File: src/board_regs_pkg.sv
// constants for the board control and status register bank
package board_regs_pkg;
	localparam int          DATA_W             = 16;
	localparam int          ADDR_W             = 22;
	localparam int          REG_W              = 8;
	localparam logic [21:0] BANK_BASE          = 22'h300000;
	localparam logic [1:0]  IDX_SWITCH_AND_LED = 2'h0;
	localparam logic [1:0]  IDX_CARD_CONTROL   = 2'h1;
	localparam logic [1:0]  IDX_BOARD_REV      = 2'h2;
	localparam logic [1:0]  IDX_ROUTING_POWER  = 2'h3;
	localparam logic [7:0]  RESET_BYTE         = 8'h00;
	localparam int          LAMP_LSB           = 0;
	localparam int          SWITCH_LSB         = 4;
	localparam int          CARD_CTRL_LSB      = 0;
	localparam int          CARD_RESET_BIT     = 3;
	localparam int          CARD_STATUS_LSB    = 4;
	localparam int          CARD_PRESENT_BIT   = 7;
	localparam int          BOARD_REV_LSB      = 0;
	localparam int          LOGIC_REV_LSB      = 4;
	localparam int          PORT_SEL_LSB       = 0;
	localparam int          TIMER_DIR_LSB      = 2;
	localparam int          MON_MASK_BIT       = 4;
	localparam int          POWER_GOOD_BIT     = 5;
endpackage : board_regs_pkg

File: src/board_control_status_registers.sv
// board control and status register bank on the asynchronous memory bus
// Notes on behaviour
// - switches read in user bits 7:4, off=1
// - user bits 3:0 drive lamps, readable back
// - card register bit 7 shows card present
// - card bits 5:4 show card status lines
// - card bits 1:0 drive card control lines
// - card bit 3 holds card in reset
// - card leaves reset when sys_rst falls, bit clear
// - version bits 7:4 logic revision, bit 3 zero
// - version bits 2:0 board revision
// - routing bits 3:2 pick timer pin direction
// - routing bit 5 shows core power good
// - host held in reset while power bad
// - routing bit 4 masks power monitor reset
// - routing bits 1:0 send serial ports off-board
// - routing bits 7:6 read zero
// - bank at word 0x300000, 16-bit, low byte valid
`timescale 1ns/100ps
module board_control_status_registers
	import board_regs_pkg::*;
#(
	parameter logic [3:0] LOGIC_REVISION = 4'h1, // arbitrary value
	parameter logic [2:0] BOARD_REVISION = 3'h1  // arbitrary value
) (
	input  wire logic              core_clk,
	input  wire logic              sys_rst,
	input  wire logic [ADDR_W-1:0] bus_addr,
	input  wire logic              bus_select_n,
	input  wire logic              bus_read_n,
	input  wire logic              bus_write_n,
	input  wire logic [DATA_W-1:0] bus_wdata,
	output logic      [DATA_W-1:0] bus_rdata,
	output logic                   bus_rdata_en,
	input  wire logic [3:0]        switch_pins_n,
	output logic      [3:0]        lamp_drive,
	input  wire logic              card_present,
	input  wire logic [1:0]        card_status_in,
	output logic      [1:0]        card_control_out,
	output logic                   card_reset_out,
	input  wire logic              core_power_good,
	output logic                   host_reset_out,
	output logic      [1:0]        timer_pin_direction,
	output logic      [1:0]        serial_port_offboard,
	output logic                   power_monitor_mask
);
	typedef struct packed {
		logic [5:0]        sel_s1;
		logic [5:0]        sel_s2;
		logic [3:0]        sw_s1;
		logic [3:0]        sw_s2;
		logic [2:0]        card_s1;
		logic [2:0]        card_s2;
		logic              pg_s1;
		logic              pg_s2;
		logic              wr_prev;
		logic [3:0]        lamps;
		logic [1:0]        card_ctrl;
		logic              card_rst;
		logic [1:0]        ports;
		logic [1:0]        timers;
		logic              mon_mask;
		logic [DATA_W-1:0] rdata;
	} state_t;

	state_t s;
	state_t next_s;
	logic   hit;
	logic   wr_start;
	logic   rd_on;
	logic [1:0] idx;
	logic [REG_W-1:0] wbyte;
	logic [REG_W-1:0] rbyte;

	// bus strobes come from another chip: two flops before use
	always_comb begin
		next_s = s;
		next_s.sel_s1 = {bus_addr[ADDR_W-1:2] == BANK_BASE[ADDR_W-1:2], bus_addr[1:0],
			~bus_select_n, ~bus_read_n, ~bus_write_n};
		next_s.sel_s2 = s.sel_s1;
		next_s.sw_s1 = switch_pins_n;
		next_s.sw_s2 = s.sw_s1;
		next_s.card_s1 = {card_present, card_status_in};
		next_s.card_s2 = s.card_s1;
		next_s.pg_s1 = core_power_good;
		next_s.pg_s2 = s.pg_s1;
		hit = s.sel_s2[5] & s.sel_s2[2];
		idx = s.sel_s2[4:3];
		rd_on = hit & s.sel_s2[1];
		wr_start = hit & s.sel_s2[0] & ~s.wr_prev;
		next_s.wr_prev = hit & s.sel_s2[0];
		// data is stable by the time the synchronised strobe arrives
		wbyte = bus_wdata[REG_W-1:0];
		if (wr_start) begin
			unique case (idx)
				IDX_SWITCH_AND_LED: next_s.lamps = wbyte[LAMP_LSB +: 4];
				IDX_CARD_CONTROL: begin
					next_s.card_ctrl = wbyte[CARD_CTRL_LSB +: 2];
					next_s.card_rst  = wbyte[CARD_RESET_BIT];
				end
				IDX_BOARD_REV: ; // read-only
				IDX_ROUTING_POWER: begin
					next_s.ports    = wbyte[PORT_SEL_LSB +: 2];
					next_s.timers   = wbyte[TIMER_DIR_LSB +: 2];
					next_s.mon_mask = wbyte[MON_MASK_BIT];
				end
			endcase
		end
		rbyte = RESET_BYTE;
		unique case (idx)
			IDX_SWITCH_AND_LED: begin
				rbyte[SWITCH_LSB +: 4] = s.sw_s2;
				rbyte[LAMP_LSB +: 4]   = s.lamps;
			end
			IDX_CARD_CONTROL: begin
				rbyte[CARD_PRESENT_BIT]    = s.card_s2[2];
				rbyte[CARD_STATUS_LSB +: 2] = s.card_s2[1:0];
				rbyte[CARD_RESET_BIT]      = s.card_rst;
				rbyte[CARD_CTRL_LSB +: 2]  = s.card_ctrl;
			end
			IDX_BOARD_REV: begin
				rbyte[LOGIC_REV_LSB +: 4] = LOGIC_REVISION;
				rbyte[BOARD_REV_LSB +: 3] = BOARD_REVISION;
			end
			IDX_ROUTING_POWER: begin
				rbyte[POWER_GOOD_BIT]    = s.pg_s2;
				rbyte[MON_MASK_BIT]      = s.mon_mask;
				rbyte[TIMER_DIR_LSB +: 2] = s.timers;
				rbyte[PORT_SEL_LSB +: 2]  = s.ports;    // bits 7:6 stay 0
			end
		endcase
		next_s.rdata = {{(DATA_W-REG_W){1'b0}}, rbyte};
	end

	always_ff @(posedge core_clk) begin
		if (sys_rst) begin
			s <= '0;
		end else begin
			s <= next_s;
		end
	end

	// read enable is a handshake output, data comes from flops
	assign bus_rdata_en         = rd_on;
	assign bus_rdata            = s.rdata;
	assign lamp_drive           = s.lamps;
	assign card_control_out     = s.card_ctrl;
	assign card_reset_out       = s.card_rst | sys_rst;
	assign timer_pin_direction  = s.timers;
	assign serial_port_offboard = s.ports;
	assign power_monitor_mask   = s.mon_mask;
	assign host_reset_out       = ~s.pg_s2 & ~s.mon_mask;
endmodule : board_control_status_registers

File: config.mk
export PLATFORM = sky130hd
export DESIGN_NAME = board_control_status_registers
export DESIGN_NICKNAME = d
export VERILOG_FILES = /design/src/board_regs_pkg.sv /design/src/board_control_status_registers.sv
export SDC_FILE = /design/constraint.sdc
export NUM_CORES = 1
export LEC_CHECK = 0
export BUFFER_PORTS_ARGS = -buffer_cell sky130_fd_sc_hd__clkbuf_2
export CORE_MARGIN = 5
export CORE_UTILIZATION = 40
export CTS_CLUSTER_SIZE = 8
export DETAILED_ROUTE_END_ITERATION = 8
export PLACE_DENSITY_LB_ADDON = 0.08
export SYNTH_ARGS = -nofsm -noshare
export SYNTH_HDL_FRONTEND = slang
export SYNTH_SLANG_ARGS = --single-unit
File: constraint.sdc
create_clock -name core_clk -period 1.2 [get_ports core_clk]
set_input_delay 0.24 -clock core_clk [delete_from_list [all_inputs] [get_ports core_clk]]
set_output_delay 0.24 -clock core_clk [all_outputs]
set_load 0.02 [all_outputs]
# == Yosys cells after proc, flatten, opt, wreduce, memory -nomap -nowiden ==
# Cells that the tools add are included.
# classes
eq_ne,4
n_mux,5
bitwise,13
reduce_logical,5
# op_table
op,count
$eq 20x20->1 const B,1
$pmux 2 s4,2
$not 1->1,7
$reduce_and 2->1,3
$and 1x1->1,5
$eq 2x2->1 const B,2
$pmux 1 s2,2
$pmux 1 s3,1
$eq 2x1->1 const B,1
$logic_not 2->1,1
$reduce_or 2->1,1
$or 1x1->1,1
# totals
reg_bits,57

# == Longest topological paths before layout ==
# depth
word_depth,4
depth_mapped,5
depth_no_buf,4

# == Worst setup path after synthesis ==
# No wires, ideal clock.
# synth_timing
kind,in2out
startpoint,input port sys_rst
endpoint,output port card_reset_out
arrival_time_ps,908
t_required_ps,960
setup_slack_ps,52
stages,3
n_path_buf,2
path_cell_list,buf_2 > clkbuf_1 > or2_2
# synth_between
elab_chain_len,1
# synth_rtl
item,line_no,text
from (decl),board_control_status_registers.sv:27,"input wire logic sys_rst,"
$or 1x1->1,board_control_status_registers.sv:148,assign card_reset_out = s.card_rst | sys_rst;
to (decl),board_control_status_registers.sv:40,"output logic card_reset_out,"
# No other way between the ends.

# == Worst setup path in the final report ==
# layout_timing
startpoint,register s[21] (netlist name)
endpoint,output port card_reset_out
# layout_between
elab_chain_len,1
# layout_rtl
item,line_no,text
from (decl),board_control_status_registers.sv:66,state_t s;
from (signal assigned),board_control_status_registers.sv:139,s <= next_s;
$or 1x1->1,board_control_status_registers.sv:148,
# No other way between the ends.

==> flow_metrics.env <==
export IMPL_mostFrequentLayoutCell="clkbuf_2"
export IMPL_setup_ws_ns=-0.0305
export IMPL_maximum_clock_rate_ghz=0.813
export IMPL_number_of_global_route_vias_before_repair=1299
export IMPL_cp_max_fanout=2
export IMPL_fin_cells=289
export IMPL_yosys_register_bits=49
export IMPL_async_flop_share=0
export IMPL_detail_route_wirelength_mm=3.62
export IMPL_ctsHtreeMaxLevel=2
export IMPL_placement_rows=25
export IMPL_pre_cts_slack_ns=-0.0633
export IMPL_initialDrtViolationCount=48
export IMPL_grt_start_max_net_pins=28
export IMPL_post_cts_hold_buffer_count=0
export IMPL_critPathMaxStageDelay_ns=0.33
export IMPL_detailed_placement_hpwl_mm=2.77
export IMPL_initial_antenna_violation_count=0
export IMPL_path_cells="or2_4, buf_8"
export IMPL_numPlacedInstances=281
export IMPL_p_int_mw=2.41
export IMPL_tritoncts_clock_tree="built"
export IMPL_setup_violations=1
export IMPL_syn_cell_area_um2=1910
export IMPL_worstHoldPathType="input port to flop"
export IMPL_hold_viol=0
export IMPL_layout_cells_most_common_list="58 x clkbuf_2, 43 x dfxtp_1, 26 x nor2b_1"
export IMPL_ys_seq_area_frac=0.512
export IMPL_drt_vias_per_instance=4.48
export IMPL_worst_clock_skew_ns=0.00571
export IMPL_setup_worst_path_class="flop to output port"
export IMPL_die_area_um2=6270
export IMPL_detail_route_wl_per_cell_um=12.5
export IMPL_sw_frac_of_total=0.212
export IMPL_drt_first_pass_iters=4
export IMPL_power_share_sequential=0.553
export IMPL_route_vias_total=1295
export IMPL_route_antenna_remaining_nets=0
export IMPL_flow_area_growth_from_synthesis_pct=22.4
export IMPL_yosys_warnings=0
export IMPL_io_buffers=61
export IMPL_ys_dominant_reg_cell="dfxtp_1"
export IMPL_leakagePower_nw=1.09
export IMPL_rsz_0062_raised_after_global_routing="true"
export IMPL_final_hold_worst_slack_ns=0.0848
export IMPL_slew_violations=0
export IMPL_outcome="finished, violations left"
export IMPL_worst_endpoint_arrival_ns=0.99
export IMPL_power_combinational_fraction=0.083
export IMPL_failing_checks="negative setup slack"
export IMPL_synth_edff_count=0
export IMPL_pin_count=81
export IMPL_maxCapViolations=0
export IMPL_gp_congestion=0.739
export IMPL_n_antenna_cell=0
export IMPL_buf_inv_on_cp=1
export IMPL_worst_ir_drop_vdd_v=0.000578
export IMPL_cp_start_kind="flop"
export IMPL_die_span_x_um=79.2
export IMPL_grtUsageTotal=0.121
export IMPL_p_sw_mw=0.646
export IMPL_share_of_power_burned_in_the_clock_network=0.364
export IMPL_numCtsBuffers=5
export IMPL_cts_sinks=49
export IMPL_grt_ovfl_total=0
export IMPL_crit_slowest_cell="dfxtp_2"
export IMPL_core_um2=4690
export IMPL_initial_core_util=0.408
export IMPL_cts_buffer_depth=2
export IMPL_avgSynthCellArea_um2=10.4
export IMPL_timing_critical_path_to_type="output port"
export IMPL_netlist_cell_type_count=27
export IMPL_post_route_cells_drive_above_1_share=0.413
export IMPL_post_route_drc_count=0
export IMPL_synth_cells=184
export IMPL_critical_path_top_delay_family="flip-flops"
export IMPL_clkSlewWorstSetupHoldPaths_ns=0.08
export IMPL_worst_ep_required_time_ns=0.96
export IMPL_power_per_unit_of_standard_cell_area_nw_per_um2=1300
export IMPL_global_route_wire_length_before_repair_mm=5.98
export IMPL_worstSkewPairLatency_ns=0.29
export IMPL_cell_at_the_root_of_the_clock_tree="clkbuf_8"
export IMPL_fillCellCount=447
export IMPL_die_h_um=79.2
export IMPL_fin_crit_ns=1.23
export IMPL_final_period_utilization=1.03
export IMPL_design_final_nets=291
[synthesized netlist by cell type, drive strengths merged, types with 2 or more instances]
cell type / count / share of area
clkbuf: 5 / 0.010
nand2b: 17 / 0.056
nor2: 6 / 0.012
buf: 29 / 0.11
and4b: 2 / 0.010
inv: 4 / 0.0078
nand2: 5 / 0.0098
mux2i: 12 / 0.063
nor2b: 26 / 0.085
a22oi: 2 / 0.0078
ha: 5 / 0.033
a211oi: 2 / 0.0078
dfxtp: 49 / 0.51
nor3: 4 / 0.010
nor4: 4 / 0.016
a221oi: 4 / 0.018
[worst paths after layout]
path                                    from             end  depth (start not counted)  slack (ns)
worst max-delay path                   s[21]  card_reset_out                          2       -0.03
worst min-delay path            bus_select_n      next_s[47]                          2        0.08
worst min register to register    next_s[49]          idx[1]                          1        0.44
worst max register to register        idx[0]    bus_rdata[4]                          4        0.02
[power groups by stage]
stage	clock network [mW]	logic [mW]	registers [mW]
CTS	1.15	0.244	1.69
global placement	0	0.232	1.72
global route	1.22	0.281	1.69
finish	1.11	0.253	1.69
detailed placement	0	0.238	1.73
floorplan	0	0.170	1.72
[what timing repair did]
action                                  CTS  global route
pin swaps                                 2             1
endpoints found under the setup margin   19            16
resized for setup                        16            13
setup buffers                             1             0
[worst register-to-register path, cell delays in order (launching register included)]
cell	delay, ns
dfxtp_4	0.38
inv_2	0.06
ha_1	0.24
a211oi_1	0.28
a221oi_1	0.11
[through the flow]
stage	util	power, mW	setup TNS (ns)	area (µm²)
after global routing	0.499	3.20	-0.372	2340
final	0.499	3.05	-0.0305	2340
after floorplan	-	1.89	0	1940
after CTS	0.491	3.08	-0.0598	2300
after detailed placement	0.458	1.96	-0.504	2150
after global placement	0.458	1.96	-0.0442	2150
[cell families after synthesis]
group,share of synthesized area
AO/OA/AOI/OAI,0.0392
other,0.00196
adder cells (fa/ha/maj),0.0327
buffers and inverters,0.128
AND/OR/NAND/NOR,0.223
multiplexers,0.0627
flip-flops,0.512
[sequential cells by signal, summed over array words and instances (netlist names)]
register / flops
bus_rdata: 8
card_control_out: 2
idx: 2
lamp_drive: 4
next_s: 14
power_monitor_mask: 1
s: 14
serial_port_offboard: 2
timer_pin_direction: 2
[layout make-up]
type                    count  area [µm²]  area share
clock buffers               5        68.8      0.0294
clock inverters             2        35.0      0.0149
inverters                   4        15.0     0.00641
multi-input cells         104         763       0.326
flip-flops and latches     49         991       0.423
well taps                  54        67.6      0.0288
repair buffers             71         403       0.172
[per-layer routing]
| metal | global-route usage | share of wire | vias to the layer above |
|---|---|---|---|
| met1 | 0.141 | 0.41 | 579 |
| met4 | 0.0412 | 0.012 | 0 |
| met2 | 0.206 | 0.51 | 41 |
| met3 | 0.0431 | 0.075 | 5 |
| met5 | 0 | 0 | - |
| li1 | - | - | 670 |
No activity file was read; power rests on OpenSTA's default activity.
